`src/asrp_params.svh`:
```
// Constants of the serial result port: field positions, widths and timing.
`ifndef ASRP_PARAMS_SVH
`define ASRP_PARAMS_SVH

`define ASRP_WORD_BITS      16
`define ASRP_RESULT_BITS    12
`define ASRP_TAG_BITS       4
`define ASRP_CMD_BITS       16
`define ASRP_FIFO_DEPTH     8
`define ASRP_CLK_HZ         25000000
`define ASRP_SCLK_MAX_HZ    16000000
`define ASRP_RES_12         2'h0
`define ASRP_RES_10         2'h1
`define ASRP_RES_8          2'h2
`define ASRP_LSB_MASK_10    12'hFFC
`define ASRP_LSB_MASK_8     12'hFF0
`define ASRP_CMD_TAG_LSB    11
`define ASRP_CMD_CHAN_LSB   7

`endif

```
`src/asrp_pkg.sv`:
```
// Types of the serial result port: result word, command and link state.
`default_nettype none

package asrp_pkg;

	typedef struct packed
	{
		logic [3:0]  tag;
		logic [11:0] value;
	} asrp_result_t;

	typedef struct packed
	{
		logic [15:0] word;
		logic        valid;
	} asrp_command_t;

	typedef enum logic [2:0]
	{
		ASRP_IDLE  = 3'h1,
		ASRP_SHIFT = 3'h2,
		ASRP_DONE  = 3'h4
	} asrp_state_t;

endpackage

`default_nettype wire

```
`src/asrp_fifo.sv`:
```
// Result buffer of flip-flops with valid and ready on both sides.
`timescale 1ns/1ps
`default_nettype none

module asrp_fifo
#(
	parameter int WIDTH = 16,
	parameter int DEPTH = 8
)
(
	// Clock and reset.
	input  wire logic             i_clock,
	input  wire logic             i_reset_n,
	// Fill side.
	input  wire logic             i_in_valid,
	input  wire logic [WIDTH-1:0] i_in_data,
	output logic                  o_in_ready,
	// Drain side.
	output logic                  o_out_valid,
	output logic      [WIDTH-1:0] o_out_data,
	input  wire logic             i_out_ready
);

	localparam int AW = $clog2(DEPTH);

	// ==========================================================
	// State.
	typedef struct packed
	{
		logic [DEPTH-1:0][WIDTH-1:0] mem;
		logic [AW-1:0]               rd;
		logic [AW-1:0]               wr;
		logic [AW:0]                 count;
		logic                        ready;
	} asrp_fifo_state_t;

	asrp_fifo_state_t s_q;
	asrp_fifo_state_t s_d;
	logic             push;
	logic             pop;

	// Ready is kept in a flop so that the fill side sees a clean register, at the cost of one bit of state.
	assign o_in_ready  = s_q.ready;
	assign o_out_valid = (s_q.count != '0);
	assign o_out_data  = s_q.mem[s_q.rd];
	assign push        = i_in_valid && o_in_ready;
	assign pop         = o_out_valid && i_out_ready;

	always_comb
	begin
		s_d = s_q;
		if (push)
		begin
			s_d.mem[s_q.wr] = i_in_data;
			s_d.wr          = s_q.wr + 1'b1;
		end
		if (pop)
			s_d.rd = s_q.rd + 1'b1;
		if (push && !pop)
			s_d.count = s_q.count + 1'b1;
		else if (pop && !push)
			s_d.count = s_q.count - 1'b1;
		s_d.ready = (s_d.count != DEPTH[AW:0]);
	end

	always_ff @(posedge i_clock or negedge i_reset_n)
	begin
		if (!i_reset_n)
		begin
			s_q       <= '0;
			s_q.ready <= 1'b1;
		end
		else
			s_q <= s_d;
	end

endmodule

`default_nettype wire

```
`src/asrp_port.sv`:
```
// Serial result port of a multichannel converter, SPI mode 3 slave.
`timescale 1ns/1ps
`default_nettype none
`include "asrp_params.svh"

module asrp_port
(
	// Clock and reset.
	input  wire logic        i_clock,
	input  wire logic        i_reset_n,
	// Serial link pins.
	input  wire logic        i_sclk,
	input  wire logic        i_cs_n,
	input  wire logic        i_din,
	output logic             o_dout,
	output logic             o_dout_oe,
	// Conversion control pins.
	input  wire logic        i_convert_request_n,
	output logic             o_eoc_n,
	// Converter side.
	input  wire logic        i_channel_tag_enable,
	input  wire logic        i_internal_clock_mode,
	input  wire logic [1:0]  i_resolution,
	output logic             o_sample,
	output logic             o_convert_start,
	output logic [3:0]       o_channel,
	input  wire logic        i_result_valid,
	input  wire logic [15:0] i_result,
	output logic             o_result_ready,
	output logic [15:0]      o_command,
	output logic             o_command_valid
);

	// ==========================================================
	// State.
	typedef struct packed
	{
		logic [1:0]             sclk_sync;
		logic [1:0]             cs_sync;
		logic [1:0]             din_sync;
		logic [1:0]             cnv_sync;
		logic                   sclk_prev;
		logic                   cs_prev;
		logic                   cnv_prev;
		asrp_pkg::asrp_state_t  state;
		logic [4:0]             bit_count;
		logic [15:0]            shift_out;
		logic [15:0]            shift_in;
		logic [15:0]            pending;
		logic                   dout;
		logic                   dout_oe;
		logic                   eoc_n;
		logic                   sample;
		logic                   convert_start;
		logic [3:0]             channel;
		logic                   pop;
		asrp_pkg::asrp_command_t command;
	} asrp_port_state_t;

	asrp_port_state_t s_q;
	asrp_port_state_t s_d;

	logic                   buf_valid;
	logic [15:0]            buf_data;
	asrp_pkg::asrp_result_t head;
	logic [11:0]            value;
	logic [15:0]            word;

	// The buffer decouples the converter from a slow master; when it fills, the converter is stalled.
	asrp_fifo #(.WIDTH(`ASRP_WORD_BITS), .DEPTH(`ASRP_FIFO_DEPTH)) u_fifo
	(
		.i_clock     (i_clock),
		.i_reset_n   (i_reset_n),
		.i_in_valid  (i_result_valid),
		.i_in_data   (i_result),
		.o_in_ready  (o_result_ready),
		.o_out_valid (buf_valid),
		.o_out_data  (buf_data),
		.i_out_ready (s_q.pop)
	);

	// ==========================================================
	// Word formatting.
	always_comb
	begin
		head  = asrp_pkg::asrp_result_t'(buf_data);
		value = head.value;
		if (i_resolution == `ASRP_RES_10)
			value = value & `ASRP_LSB_MASK_10;
		else if (i_resolution == `ASRP_RES_8)
			value = value & `ASRP_LSB_MASK_8;
		if (!buf_valid)
			word = 16'h0000;
		else if (i_channel_tag_enable)
			word = {head.tag, value};
		else
			word = {1'b0, value, 3'h0};
	end

	// ==========================================================
	// Link sequencing. Pins pass two flip-flops, so edges are seen a few cycles late;
	// this limits the serial clock to well below the system clock.
	always_comb
	begin
		s_d               = s_q;
		s_d.sclk_sync     = {s_q.sclk_sync[0], i_sclk};
		s_d.cs_sync       = {s_q.cs_sync[0], i_cs_n};
		s_d.din_sync      = {s_q.din_sync[0], i_din};
		s_d.cnv_sync      = {s_q.cnv_sync[0], i_convert_request_n};
		s_d.sclk_prev     = s_q.sclk_sync[1];
		s_d.cs_prev       = s_q.cs_sync[1];
		s_d.cnv_prev      = s_q.cnv_sync[1];
		s_d.sample        = 1'b0;
		s_d.convert_start = 1'b0;
		s_d.pop           = 1'b0;
		s_d.command.valid = 1'b0;

		if (s_q.cnv_prev && !s_q.cnv_sync[1] && s_q.cs_sync[1])
		begin
			s_d.convert_start = 1'b1;
			s_d.eoc_n         = 1'b1;
		end
		if (i_internal_clock_mode && buf_valid && s_q.cs_sync[1])
			s_d.eoc_n = 1'b0;

		case (s_q.state)
			asrp_pkg::ASRP_IDLE:
			begin
				s_d.dout_oe = 1'b0;
				if (s_q.cs_prev && !s_q.cs_sync[1])
				begin
					s_d.sample    = 1'b1;
					s_d.channel   = s_q.pending[`ASRP_CMD_CHAN_LSB +: 4];
					s_d.bit_count = 5'h0;
					s_d.shift_out = {word[14:0], 1'b0};
					s_d.dout      = word[15];
					s_d.dout_oe   = 1'b1;
					s_d.pop       = buf_valid;
					s_d.eoc_n     = 1'b1;
					s_d.state     = asrp_pkg::ASRP_SHIFT;
				end
			end
			asrp_pkg::ASRP_SHIFT, asrp_pkg::ASRP_DONE:
			begin
				if (s_q.cs_sync[1])
				begin
					s_d.dout_oe = 1'b0;
					s_d.state   = asrp_pkg::ASRP_IDLE;
				end
				else if (!s_q.sclk_prev && s_q.sclk_sync[1] && s_q.state == asrp_pkg::ASRP_SHIFT)
				begin
					s_d.shift_in  = {s_q.shift_in[14:0], s_q.din_sync[1]};
					s_d.bit_count = s_q.bit_count + 5'h1;
					if (s_q.bit_count == 5'(`ASRP_CMD_BITS - 1))
					begin
						s_d.command.word  = {s_q.shift_in[14:0], s_q.din_sync[1]};
						s_d.command.valid = 1'b1;
						s_d.pending       = {s_q.shift_in[14:0], s_q.din_sync[1]};
						s_d.state         = asrp_pkg::ASRP_DONE;
					end
				end
				else if (s_q.sclk_prev && !s_q.sclk_sync[1] && s_q.state == asrp_pkg::ASRP_SHIFT)
				begin
					s_d.dout      = s_q.shift_out[15];
					s_d.shift_out = {s_q.shift_out[14:0], 1'b0};
				end
			end
			default:
				s_d.state = asrp_pkg::ASRP_IDLE;
		endcase
	end

	always_ff @(posedge i_clock or negedge i_reset_n)
	begin
		if (!i_reset_n)
		begin
			s_q           <= '0;
			s_q.sclk_sync <= 2'h3;
			s_q.cs_sync   <= 2'h3;
			s_q.cnv_sync  <= 2'h3;
			s_q.sclk_prev <= 1'b1;
			s_q.cs_prev   <= 1'b1;
			s_q.cnv_prev  <= 1'b1;
			s_q.eoc_n     <= 1'b1;
			s_q.state     <= asrp_pkg::ASRP_IDLE;
		end
		else
			s_q <= s_d;
	end

	assign o_dout          = s_q.dout;
	assign o_dout_oe       = s_q.dout_oe;
	assign o_eoc_n         = s_q.eoc_n;
	assign o_sample        = s_q.sample;
	assign o_convert_start = s_q.convert_start;
	assign o_channel       = s_q.channel;
	assign o_command       = s_q.command.word;
	assign o_command_valid = s_q.command.valid;

endmodule

`default_nettype wire

```
`config.mk`:
```
export PLATFORM = sky130hd
export DESIGN_NAME = asrp_port
export DESIGN_NICKNAME = d
export VERILOG_FILES = /design/src/asrp_pkg.sv /design/src/asrp_fifo.sv /design/src/asrp_port.sv
export VERILOG_INCLUDE_DIRS = /design/src
export SDC_FILE = /design/constraint.sdc
export NUM_CORES = 1
export LEC_CHECK = 0
export BUFFER_PORTS_ARGS = -buffer_cell sky130_fd_sc_hd__buf_2
export CAP_MARGIN = 20
export CORE_UTILIZATION = 55
export CTS_CLUSTER_DIAMETER = 40
export DETAILED_ROUTE_END_ITERATION = 6
export PLACE_DENSITY = 0.73
export SLEW_MARGIN = 20
export SYNTH_ARGS = -nofsm -noshare
export SYNTH_HDL_FRONTEND = slang
export SYNTH_SLANG_ARGS = --single-unit
export TNS_END_PERCENT = 20
```
`constraint.sdc`:
```
create_clock -name i_clock -period 4 [get_ports i_clock]
set_clock_uncertainty 0.15 [all_clocks]
set_input_delay 0.8 -clock i_clock [delete_from_list [all_inputs] [get_ports i_clock]]
set_output_delay 0.8 -clock i_clock [all_outputs]
set_load 0.05 [all_outputs]
```
======== Word-level counts from Yosys, hierarchy flattened ========
Cells that the tools add are included.
operators by class
  add/subtract/negate cells ............... 5
  $lt $le $gt $ge ......................... 3
  equal/unequal tests ..................... 15
  muxes and demuxes ....................... 37
  bitwise logic cells ..................... 1
  reductions and logical operators ........ 30
operators with widths
  kind                                                                   count
  128-bit bitwise mux                                                    1
  16-bit 2-to-1 mux                                                      7
  54-bit 2-to-1 mux                                                      1
  16-bit binary-select mux with 3-bit select                             1
  16-bit demux with 3-bit select                                         1
  21-bit case mux with 2 select lines                                    1
  32-bit 2-to-1 mux                                                      1
  24-bit 2-to-1 mux                                                      1
  4-bit 2-to-1 mux                                                       5
  1-bit logical AND                                                      14
  1-bit 2-to-1 mux                                                       12
  2-bit inequality test, second input constant                           6
  3-bit by 4-bit < comparator with 1-bit output, second input constant   2
  8-bit 2-to-1 mux                                                       1
  4-bit AND reduction                                                    2
  3-bit by 1-bit adder with 3-bit output, second input constant          2
  1-bit zero test                                                        6
  3-bit 2-to-1 mux                                                       2
  3-bit inequality test, second input constant                           2
  3-bit case mux with 2 select lines                                     1
  3-bit AND reduction                                                    2
  5-bit by 1-bit adder with 5-bit output, second input constant          1
  5-bit by 4-bit equality test with 1-bit output, second input constant  1
  5-bit AND reduction                                                    1
  16 further kinds                                                       17
word-level totals
  flip-flop bits (word level) ............. 217
  output and inout port bits .............. 27
  word-level logic and storage cells ...... 123

======== Depth between registers and ports, before layout ========
Gate-level depths: netlist (run 1).
  depth in word-level cells ............... 8
  depth in mapped cells ................... 9
  depth with buffers taken out ............ 7

======== Modules after synthesis ========
From an unflattened synthesis (run 1), not the netlist that was laid out.
second synthesis, totals
  cell total of the unflattened synthesis .. 680
  area, all modules ....................... 9845.7 um^2
by module, submodules not included
  module     times used  cells an instance  area an instance (um^2)
  asrp_fifo  1           402                6453.7
  asrp_port  1           278                3392.0

======== Worst setup path after synthesis (run 1) ========
No wires, ideal clock.
  path kind ............................... input to register
  start point ............................. input i_result_valid
  end point ............................... register u_fifo.s_q[24] (netlist bit)
  setup time .............................. 128 ps
  data arrival time ....................... 2047 ps
  required time ........................... 3722 ps
  setup slack ............................. 1676 ps
  stages .................................. 5
  buffers on the path ..................... 2
  cell sequence ........................... nand2_2 > or4_1 > clkbuf_1 > buf_2 > mux2_1
on the way
  word-level cells in the longest chain between the ends .. 1
RTL lines
  what                line             RTL
  start: declaration  asrp_port.sv:27  input wire logic i_result_valid,
  1-bit logical AND   asrp_fifo.sv:46  assign push = i_in_valid && o_in_ready;
  end: declaration    asrp_fifo.sv:37  asrp_fifo_state_t s_q;
No other way between the ends.
A chain may end at the register's enable or synchronous reset.

======== Worst setup path in the final report (run 1) ========
  start point ............................. register u_fifo.s_q[8] (netlist bit)
  end point ............................... register s_q[71] (netlist bit)
on the way
  word-level cells in the longest chain between the ends .. 6
RTL lines
  what                                        line              RTL
  16-bit binary-select mux with 3-bit select  asrp_fifo.sv:45   assign o_out_data = s_q.mem[s_q.rd];
  16-bit 2-to-1 mux (implied by the code)     asrp_fifo.sv:45
  16-bit 2-to-1 mux                           asrp_port.sv:94   else if (i_channel_tag_enable)
  16-bit 2-to-1 mux                           asrp_port.sv:92   if (!buf_valid)
  24-bit 2-to-1 mux                           asrp_port.sv:130  if (s_q.cs_prev && !s_q.cs_sync[1])
  21-bit case mux with 2 select lines         asrp_port.sv:126  case (s_q.state)
  end: declaration                            asrp_port.sv:60   asrp_port_state_t s_q;
No other way between the ends. The select of a mux whose other input is x is not followed.

==> out/results.txt, run 1 <==
status: finished clean
reg2reg start: u_fifo.s_q[8]$_DFFE_PN0P_
Die Y: 134 um
fillcell total: 1255
CP max stage delay: 1000 ps
via count: 6114
unrepaired setup endpoints after global routing: no
final core occ: 0.667
most frequent cell after synthesis: dfrtp_1
Final ANT Viol Nets: 0
Final period util: 0.704
first-pass GRT wire length: 35000 um
Mean Syn Cell Area: 13.0 um^2
# diodes: 0
CTS tree: built
Yosys top cell by area: dfrtp_1
synth cell count leaders: dfrtp_1 (203), mux2_2 (151), nand2_1 (80)
Max-Cap Viols: 0
clock share of power: 0.344
Final GP Congestion: 0.859
Die Span X: 134 um
Max Fclk: 0.355 GHz
RR Endpoint: s_q[71]$_DFFE_PN0P_
Gate power share: 0.275
ranking of synthesized cells by area: dfrtp_1 (53%), mux2_2 (18%), dfstp_2 (3.3%)
worst-skew pair later-pin latency: 490 ps
hold wc startpoint: s_d[93]$_DFF_PN1_
buffer depth of the longest clock path: 3
H-tree depth: 2
drc violations: 0
Die ar.: 18000 um^2
post-CTS setup buffers: 0
Final HPWL DP: 13300 um
I/O Pins: 54
Cell Pwr Density: 841 nW/um^2
nets: 816
Hold Buf Count CTS: 0
clock transition at the registers of the reported paths: 50 ps
worst min-delay path class: register to register
count of warnings emitted by yosys: 0
register bit count reported by yosys: 215
Inserted Clock Buffers: 35
grt total ovfl: 0
Pre-Repair DR Iteration Count: 5
Synth Net Count: 772
P_sw: 2.83 mW
cts repair resizes: 0
CP max FO: 38
minimum clock period after layout: 2820 ps
Synth Instances: 739
sw frac: 0.300
DR WL/cell: 20.3 um
relative slew slack: 0.286
multi-input logic area: 3830 um^2
Internal: 6.61 mW
clk root buf: clkbuf_16
post-synthesis sequential area ratio: 0.561
Worst-Margin Slew: 1070 ps
CORE AREA: 16800 um^2
initial core utilization: 0.571
Leakage Power: 5.12 nW
Min-Delay Endpoint: s_d[85]$_DFF_PN1_
Async SR Flop Fraction: 1.00
Netlist cell types: 59
R2R cell count: 5
initial antenna violation count: 0
Clock Sinks: 215
Routed WL: 20900 um
Reg2Reg Setup Slack: 1180 ps
setup TNS: 0 ps
count of final setup violators: 0
vias in the first global route: 6569
Slew Limit Fails: 0
nature of the critical path endpoint: register
Syn Std Cell Area: 9610 um^2
Post-synth top flop: dfrtp_1
Syn-to-layout area delta: 16.7%
sequential cell fraction of total power: 0.381
pin count of the biggest net entering global routing: 98
PortBufs: 53
Total GRT Usage: 0.251
initial detailed-routing violation count: 368
Crit path arrival time: 3020 ps
layout cells sized above 1: 0.394
Crit path required time: 4210 ps
FP Rows: 47
Critical Path, Cell by Cell: buf_4 > mux4_2 > mux2_2 > a221oi_1 > a21oi_1
vias per inst: 5.95
critical path class: register to register
endpoints failing hold: 0
Worst setup SP type: register
Critical Path Slowest Stage Cell: dfrtp_2
top cell type's share of synthesized area: 0.529
Hold Path Cell Cnt: 0
Post-synth EDFFs: 0
Reg area: 5400 um^2
Peak VDD IR: 462 uV
worst max path at each step:
stage / start / to / cells after the start
final: u_fifo.s_q[8]$_DFFE_PN0P_ / s_q[71]$_DFFE_PN0P_ / 5
after global routing: u_fifo.s_q[8]$_DFFE_PN0P_ / s_q[71]$_DFFE_PN0P_ / 5
after CTS: u_fifo.s_q[8]$_DFFE_PN0P_ / s_q[71]$_DFFE_PN0P_ / 5
after detailed placement: u_fifo.s_q[8]$_DFFE_PN0P_ / s_q[71]$_DFFE_PN0P_ / 5
after global placement: i_result_valid / u_fifo.s_q[91]$_DFFE_PN0P_ / 5
after floorplan: i_result_valid / u_fifo.s_q[24]$_DFFE_PN0P_ / 5
worst max-delay path, delay by kind of cell (launching register included):
kind / cells / cell delay [ps]
multiplexers: 2 / 810
flip-flops: 1 / 1000
AO/OA/AOI/OAI: 2 / 410
buffers and inverters: 1 / 310
flip-flops by register name (all words and copies together) (netlist names):
name / count
u_fifo.s_q: 138
o_eoc_n: 1
o_channel: 4
o_convert_start: 1
o_dout_oe: 1
s_d: 7
u_fifo.o_in_ready: 1
o_sample: 1
o_command_valid: 1
s_q: 43
o_dout: 1
o_command: 16
power by group through the flow:
stage / Clock [mW] / Sequential [mW] / Combinational, mW
floorplan: 0 / 3.35 / 2.12
global placement: 0 / 3.56 / 2.50
detailed placement: 0 / 3.61 / 2.60
CTS: 3.29 / 3.59 / 2.62
global route: 3.40 / 3.70 / 2.83
finish: 3.25 / 3.60 / 2.60
routing by layer:
metal | up-vias | part of all wire | track usage
met5 | - | 0 | 0
met4 | 0 | 0.029 | 0.0961
met3 | 51 | 0.052 | 0.0450
met2 | 180 | 0.49 | 0.405
met1 | 3161 | 0.43 | 0.340
li1 | 2722 | - | -
kinds of logic (layout without fill, tap and decap cells):
| group | count (synthesis) | count (layout) | synth area share |
|---|---|---|---|
| xor+xnor | 12 | 12 | 0.0109 |
| compound gates | 73 | 73 | 0.0558 |
| flops | 215 | 215 | 0.561 |
| fa+ha+maj | 6 | 6 | 0.00781 |
| mux | 197 | 197 | 0.242 |
| simple gates | 165 | 165 | 0.0821 |
| buf+inv | 71 | 140 | 0.0400 |
cell type report:
type,instances,area share
Timing Repair Buffer,67,0.0360
Clock buffer,41,0.0827
Sequential cell,215,0.481
Tap cell,220,0.0245
Multi-Input combinational cell,453,0.342
Clock inverter,21,0.0304
Inverter,11,0.00368
cell usage in the layout, fill, tap and decap left out, types with 11 or more instances in the layout:
| master | instances |
|---|---|
| a31oi_1 | 12 |
| buf_2 | 52 |
| buf_4 | 12 |
| clkbuf_16 | 35 |
| dfrtp_1 | 202 |
| dfstp_2 | 12 |
| mux2_2 | 151 |
| mux2i_1 | 31 |
| mux4_2 | 13 |
| nand2_1 | 80 |
| nand3_1 | 11 |
| nor2_1 | 26 |
| nor2b_1 | 11 |
stage by stage:
| step | std cells | power [mW] | area (um^2) | hold WS (ps) | worst slack (ps) |
|---|---|---|---|---|---|
| 2_1_floorplan | 739 | 5.48 | 9610 | 181 | 1680 |
| 3_3_place_gp | 966 | 6.05 | 9950 | 195 | 1180 |
| 3_5_place_dp | 966 | 6.22 | 9950 | 199 | 1160 |
| 4_1_cts | 1028 | 9.50 | 11200 | 206 | 1150 |
| 5_1_grt | 1028 | 9.92 | 11200 | 211 | 999 |
| 6_report | 1028 | 9.44 | 11200 | 206 | 1180 |
(Power assumes the default switching activity.)
==> run 2: changes to the inputs <==
--- a/config.mk
+++ b/config.mk
@@ -11,7 +11,7 @@
 export CORE_UTILIZATION = 55
 export CTS_CLUSTER_DIAMETER = 40
 export DETAILED_ROUTE_END_ITERATION = 6
-export PLACE_DENSITY = 0.73
+export PLACE_DENSITY = 0.76
 export SLEW_MARGIN = 20
 export SYNTH_ARGS = -nofsm -noshare
 export SYNTH_HDL_FRONTEND = slang
==> constraint.sdc (replaced) <==
create_clock -name i_clock -period 2.4 [get_ports i_clock]
set_clock_uncertainty 0.15 [all_clocks]
set_input_delay 0.48 -clock i_clock [delete_from_list [all_inputs] [get_ports i_clock]]
set_output_delay 0.48 -clock i_clock [all_outputs]
set_load 0.05 [all_outputs]
==> run 2 against run 1 <==
Against the previous run: first-iteration DRC count decreased by 18%; register-to-register slack worse by 1100 ps; non-clock buffer count rose by 35; largest cell class unchanged; combinational power rose by 82%; flip-flop and latch count unchanged; worst setup slack worse by 1100 ps; cell count increased by 2.5%; power rose by 58%; clock power rose by 34%; via count up 1.6%; sequential share of layout area down 0.15 points; critical path type unchanged; critical path depth up 2.
==> out/results.txt, run 2 (same netlist as run 1, synthesis figures left out) <==
status: finished clean (unchanged)
Finished Cell Area: 11300 um^2 (was 11200 um^2)
nature of the critical path endpoint: register (unchanged)
Max-Cap Viols: 0 (unchanged)
Worst-Margin Slew: 585 ps (was 1070 ps)
initial antenna violation count: 0 (unchanged)
Final period util: 0.963 (was 0.704)
Die ar.: 18000 um^2 (unchanged)
Leakage Power: 5.18 nW (was 5.12 nW)
count of final setup violators: 0 (unchanged)
relative slew slack: 0.610 (was 0.286)
CORE AREA: 16800 um^2 (unchanged)
Final Hold Slack: 114 ps (was 206 ps)
final core occ: 0.669 (was 0.667)
Clock Sinks: 215 (unchanged)
clk root buf: clkbuf_16 (unchanged)
PnR Total Power: 14.9 mW (was 9.44 mW)
clock transition at the registers of the reported paths: 50 ps (about the same)
placed cell areas: 10200 um^2 (was 9950 um^2)
endpoints failing hold: 0 (unchanged)
Inserted Clock Buffers: 29 (was 35)
first-pass GRT wire length: 33600 um (was 35000 um)
Pre-Repair DR Iteration Count: 5 (unchanged)
Crit path required time: 2680 ps (was 4210 ps)
Cell Pwr Density: 1330 nW/um^2 (was 841 nW/um^2)
dpl cells: 995 (was 966)
nets: 845 (was 816)
FP Rows: 47 (unchanged)
grt total ovfl: 0 (unchanged)
Top reg by flops: u_fifo.s_q (unchanged)
drc violations: 0 (unchanged)
buffer depth of the longest clock path: 3 (unchanged)
Peak VDD IR: 749 uV (was 462 uV)
Critical Path Slowest Stage Cell: or4b_1 (was dfrtp_2)
Final GP Congestion: 0.811 (was 0.859)
commonest non-fill, non-tap cell in the layout: dfrtp_1 (unchanged)
via count: 6211 (was 6114)
Critical Path, Cell by Cell: inv_1 > ha_1 > or3b_4 > a21oi_4 > o2bb2ai_2 > xor2_1 > or4b_1 (was buf_4 > mux4_2 > mux2_2 > a221oi_1 > a21oi_1)
DR WL/cell: 19.6 um (was 20.3 um)
initial core utilization: 0.571 (unchanged)
Final ANT Viol Nets: 0 (unchanged)
Worst setup SP type: register (unchanged)
Routed WL: 20600 um (was 20900 um)
Final HPWL DP: 13500 um (was 13300 um)
initial detailed-routing violation count: 300 (was 368)
CP max FO: 5 (was 38)
CP startpoint: u_fifo.s_q[1]$_DFF_PN0_ (was u_fifo.s_q[8]$_DFFE_PN0P_)
Slew Limit Fails: 0 (unchanged)
PortBufs: 53 (unchanged)
vias per inst: 5.89 (was 5.95)
Max Fclk: 0.433 GHz (was 0.355 GHz)
fin worst setup slack: 88.9 ps (was 1180 ps)
Total GRT Usage: 0.240 (was 0.251)
Place WS: -127 ps (was 1160 ps)
Crit path arrival time: 2590 ps (was 3020 ps)
hold wc startpoint: i_internal_clock_mode (was s_d[93]$_DFF_PN1_)
H-tree depth: 1 (was 2)
Syn-to-layout area delta: 17.1% (was 16.7%)
reg2reg start: u_fifo.s_q[1]$_DFF_PN0_ (was u_fifo.s_q[8]$_DFFE_PN0P_)
pin count of the biggest net entering global routing: 64 (was 98)
CP max stage delay: 440 ps (was 1000 ps)
critical path class: register to register (unchanged)
worst min-delay path class: input port to register (was register to register)
Die Span X: 134 um (unchanged)
non-filler cells, final: 1054 (was 1028)
layout cells sized above 1: 0.410 (was 0.394)
# diodes: 0 (unchanged)
worst-skew pair later-pin latency: 520 ps (was 490 ps)
commonest cells after routing, fill and taps aside: dfrtp_1 (202), mux2_2 (151), nand2_1 (80) (unchanged)
max reg flops: 138 (unchanged)
I/O Pins: 54 (unchanged)
setup TNS: 0 ps (unchanged)
vias in the first global route: 6416 (was 6569)
Die Y: 134 um (unchanged)
CTS tree: built (unchanged)
minimum clock period after layout: 2310 ps (was 2820 ps)
run 2: cell count changes in the layout (fill, tap and decap cells not counted), sizes merged:
cell / change
clkbuf: -4
bufinv: -4
buf: +30
clkinvlp: -2
clkinv: +3
inv: -2
dlygate4sd3: +5
run 2: timing repair:
action	CTS	global route
setup endpoints to repair	14	3
buffers inserted	0	1
hold buffers	5	0
pin swaps	0	2
hold endpoints to repair	55	0
gates resized for setup	3	3
run 2: critical path: cells and delay by family (launching register included):
family                     cells  cell delay [ps]
AOI/OAI and AO/OA              2              330
xor gates and xnor gates       1              180
adders and majority gates      1              170
buffers and inverters          1              110
DFF                            1              410
and+or+nand+nor                2              870
run 2: per-layer routing:
layer | track usage | vias up | wire length (um)
met3 | 0.0344 | 46 | 843
li1 | - | 2788 | -
met2 | 0.420 | 166 | 10500
met4 | 0.0680 | 0 | 522
met1 | 0.311 | 3211 | 8710
met5 | 0 | - | 0
run 2: final cells by class:
type                    count  area, um^2
clock buffers              37         796
clock inverters            16         200
fillers                  1241        5560
inverters                  11        41.3
multi-input cells         453        3840
flip-flops and latches    215        5400
well taps                 220         275
repair buffers            102         704
run 2: final timing paths:
path                                                    end  slack (ps)  cells after the start
worst max-delay path            u_fifo.o_in_ready$_DFF_PN1_          90                      7
worst min-delay path                      o_eoc_n$_DFF_PN1_         110                      4
worst max register to register  u_fifo.o_in_ready$_DFF_PN1_          90                      7
worst min register to register            s_d[85]$_DFF_PN1_         210                      0
max in group asynchronous                 s_d[93]$_DFF_PN1_         960                      3
min in group asynchronous          o_command[0]$_DFFE_PN0P_         370                      2
run 2: power breakdown:
part           total [mW]  switching (mW)  internal [mW]
combinational        4.74            2.18           2.56
sequential           5.85           0.847           5.00
clock                4.35            1.57           2.78
==> run 3: changes to the inputs <==
--- a/config.mk
+++ b/config.mk
@@ -8,11 +8,12 @@
 export LEC_CHECK = 0
 export BUFFER_PORTS_ARGS = -buffer_cell sky130_fd_sc_hd__buf_2
 export CAP_MARGIN = 20
+export CORE_ASPECT_RATIO = 0.5
 export CORE_UTILIZATION = 55
 export CTS_CLUSTER_DIAMETER = 40
 export DETAILED_ROUTE_END_ITERATION = 6
 export PLACE_DENSITY = 0.76
-export SLEW_MARGIN = 20
+export SLEW_MARGIN = 10
 export SYNTH_ARGS = -nofsm -noshare
 export SYNTH_HDL_FRONTEND = slang
 export SYNTH_SLANG_ARGS = --single-unit
==> run 3 against run 2 <==
Against the previous run: critical path type unchanged; critical endpoint unchanged; utilization down 0.97 points; global-route usage down 0.067 points; largest power group unchanged; final area down 2.0%; cell count down 1.0%; wire length is 1.8% lower; worst setup slack got worse by 2.7 ps; power is 5.7% lower.
==> out/results.txt, run 3 (same netlist as run 1, synthesis figures left out) <==
relative slew slack: 0.612 (was 0.610)
Final ANT Viol Nets: 0 (unchanged)
commonest non-fill, non-tap cell in the layout: dfrtp_1 (unchanged)
unrepaired setup endpoints after global routing: no
initial detailed-routing violation count: 449 (was 300)
Finished Cell Area: 11000 um^2 (was 11300 um^2)
Min-Delay Endpoint: o_eoc_n$_DFF_PN1_ (unchanged)
Cell Pwr Density: 1280 nW/um^2 (was 1330 nW/um^2)
Total GRT Usage: 0.239 (was 0.240)
RR Endpoint: u_fifo.o_in_ready$_DFF_PN1_ (unchanged)
vias per inst: 5.83 (was 5.89)
worst-skew pair later-pin latency: 500 ps (was 520 ps)
critical path class: register to register (unchanged)
Place WS: -84.9 ps (was -127 ps)
Inserted Clock Buffers: 20 (was 29)
H-tree depth: 1 (unchanged)
Final Hold Slack: 133 ps (was 114 ps)
fillcell total: 1210 (was 1241)
initial core utilization: 0.575 (was 0.571)
layout cells sized above 1: 0.401 (was 0.410)
nets: 834 (was 845)
Worst-Margin Slew: 580 ps (was 585 ps)
PortBufs: 53 (unchanged)
CTS tree: built (unchanged)
clock share of power: 0.245 (was 0.291)
Crit path required time: 2660 ps (was 2680 ps)
Pre-Repair DR Iteration Count: 5 (unchanged)
Worst setup SP type: register (unchanged)
vias in the first global route: 6231 (was 6416)
Die Span X: 189 um (was 134 um)
worst min-delay path class: input port to register (unchanged)
I/O Pins: 54 (unchanged)
R2R cell count: 7 (unchanged)
Leakage Power: 5.05 nW (was 5.18 nW)
clk root buf: clkbuf_16 (unchanged)
Die ar.: 18000 um^2 (about the same)
Syn-to-layout area delta: 14.8% (was 17.1%)
Final GP Congestion: 0.842 (was 0.811)
DR WL/cell: 19.4 um (was 19.6 um)
nature of the critical path endpoint: register (unchanged)
Crit path arrival time: 2570 ps (was 2590 ps)
minimum clock period after layout: 2310 ps (about the same)
sequential cell fraction of total power: 0.413 (was 0.391)
CORE AREA: 16700 um^2 (was 16800 um^2)
non-filler cells, final: 1043 (was 1054)
commonest cells after routing, fill and taps aside: dfrtp_1 (202), mux2_2 (151), nand2_1 (80) (unchanged)
first-pass GRT wire length: 33100 um (was 33600 um)
Final HPWL DP: 12700 um (was 13500 um)
max reg flops: 138 (unchanged)
PnR Total Power: 14.1 mW (was 14.9 mW)
FP Rows: 33 (was 47)
Routed WL: 20200 um (was 20600 um)
reg2reg start: u_fifo.s_q[1]$_DFF_PN0_ (unchanged)
Top reg by flops: u_fifo.s_q (unchanged)
Hold Path Cell Cnt: 4 (unchanged)
status: finished clean (unchanged)
sw frac: 0.315 (was 0.308)
via count: 6084 (was 6211)
Die Y: 95.5 um (was 134 um)
hold wc startpoint: i_internal_clock_mode (unchanged)
dpl cells: 1001 (was 995)
Final period util: 0.964 (was 0.963)
P_sw: 4.44 mW (was 4.60 mW)
drc violations: 0 (unchanged)
Clock Sinks: 215 (unchanged)
Peak VDD IR: 559 uV (was 749 uV)
grt total ovfl: 0 (unchanged)
fin worst setup slack: 86.2 ps (was 88.9 ps)
Slew Limit Fails: 0 (unchanged)
initial antenna violation count: 2 (was 0)
Max-Cap Viols: 0 (unchanged)
Internal: 9.65 mW (was 10.3 mW)
count of final setup violators: 0 (unchanged)
Gate power share: 0.343 (was 0.317)
CP max FO: 6 (was 5)
Reg2Reg Setup Slack: 90 ps (about the same)
clock transition at the registers of the reported paths: 70 ps (was 50 ps)
Max Fclk: 0.432 GHz (was 0.433 GHz)
endpoints failing hold: 0 (unchanged)
buffer depth of the longest clock path: 3 (unchanged)
placed cell areas: 10200 um^2 (about the same)
pin count of the biggest net entering global routing: 67 (was 64)
==> run 3: per-layer routing <==
layer / GRT usage / part of all wire
met5: 0 / 0.00079
met4: 0.0739 / 0.027
met3: 0.0442 / 0.045
met2: 0.389 / 0.46
met1: 0.329 / 0.47
==> run 3: critical path, cell delays in order, from the launching register on <==
cell and delay [ps]:
dfrtp_1 410, inv_2 80, ha_1 150, or3b_4 440
a21oi_4 200, o2bb2ai_2 140, xor2_1 200, or4b_1 450
==> run 3: what timing repair did <==
action / 4_1_cts / 5_1_grt
endpoints found under the hold margin: 62 / 0
pin swaps: 0 / 2
hold buffers: 5 / 0
cloned: 0 / 0
setup endpoints to repair: 13 / 5
resized for setup: 3 / 6
buffers inserted: 0 / 0
==> run 3: stage by stage <==
stage | util | TNS [ps]
3_5_place_dp | 0.613 | -434
6_report | 0.660 | 0
2_1_floorplan | - | 0
4_1_cts | 0.659 | 0
3_3_place_gp | 0.613 | -6.73
5_1_grt | 0.660 | 0
==> run 3: area by class of cell <==
type                    count  area, um^2  share of cell area
multi-input cells         453        3850               0.349
well taps                 227         284              0.0257
inverters                  11        41.3             0.00374
clock inverters            12         166              0.0151
repair buffers            100         739              0.0670
flip-flops and latches    215        5400               0.489
diodes                      1        2.50            0.000227
clock buffers              24         547              0.0496
==> run 3: power groups by stage <==
stage                     Sequential, mW  Clock, mW  Combinational, mW
final                               5.82       3.45               4.83
after global routing                5.97       3.66               5.19
after CTS                           5.80       3.51               4.82
after detailed placement            5.84          0               4.74
after global placement              5.75          0               4.61
after floorplan                     5.59          0               3.54
==> run 3: how the worst max path moves through the flow <==
stage / from / to / slack [ps] / cells past startpoint
after detailed placement: u_fifo.s_q[1]$_DFF_PN0_ / s_q[63]$_DFFE_PN0P_ / -80 / 7
final: u_fifo.s_q[1]$_DFF_PN0_ / u_fifo.o_in_ready$_DFF_PN1_ / 90 / 7
after global placement: u_fifo.s_q[1]$_DFF_PN0_ / s_q[63]$_DFFE_PN0P_ / -7 / 7
after CTS: u_fifo.s_q[1]$_DFF_PN0_ / u_fifo.o_in_ready$_DFF_PN1_ / 40 / 7
after global routing: u_fifo.s_q[1]$_DFF_PN0_ / u_fifo.o_in_ready$_DFF_PN1_ / 10 / 7
after floorplan: u_fifo.o_in_ready$_DFF_PN1_ / u_fifo.s_q[24]$_DFFE_PN0P_ / 100 / 5
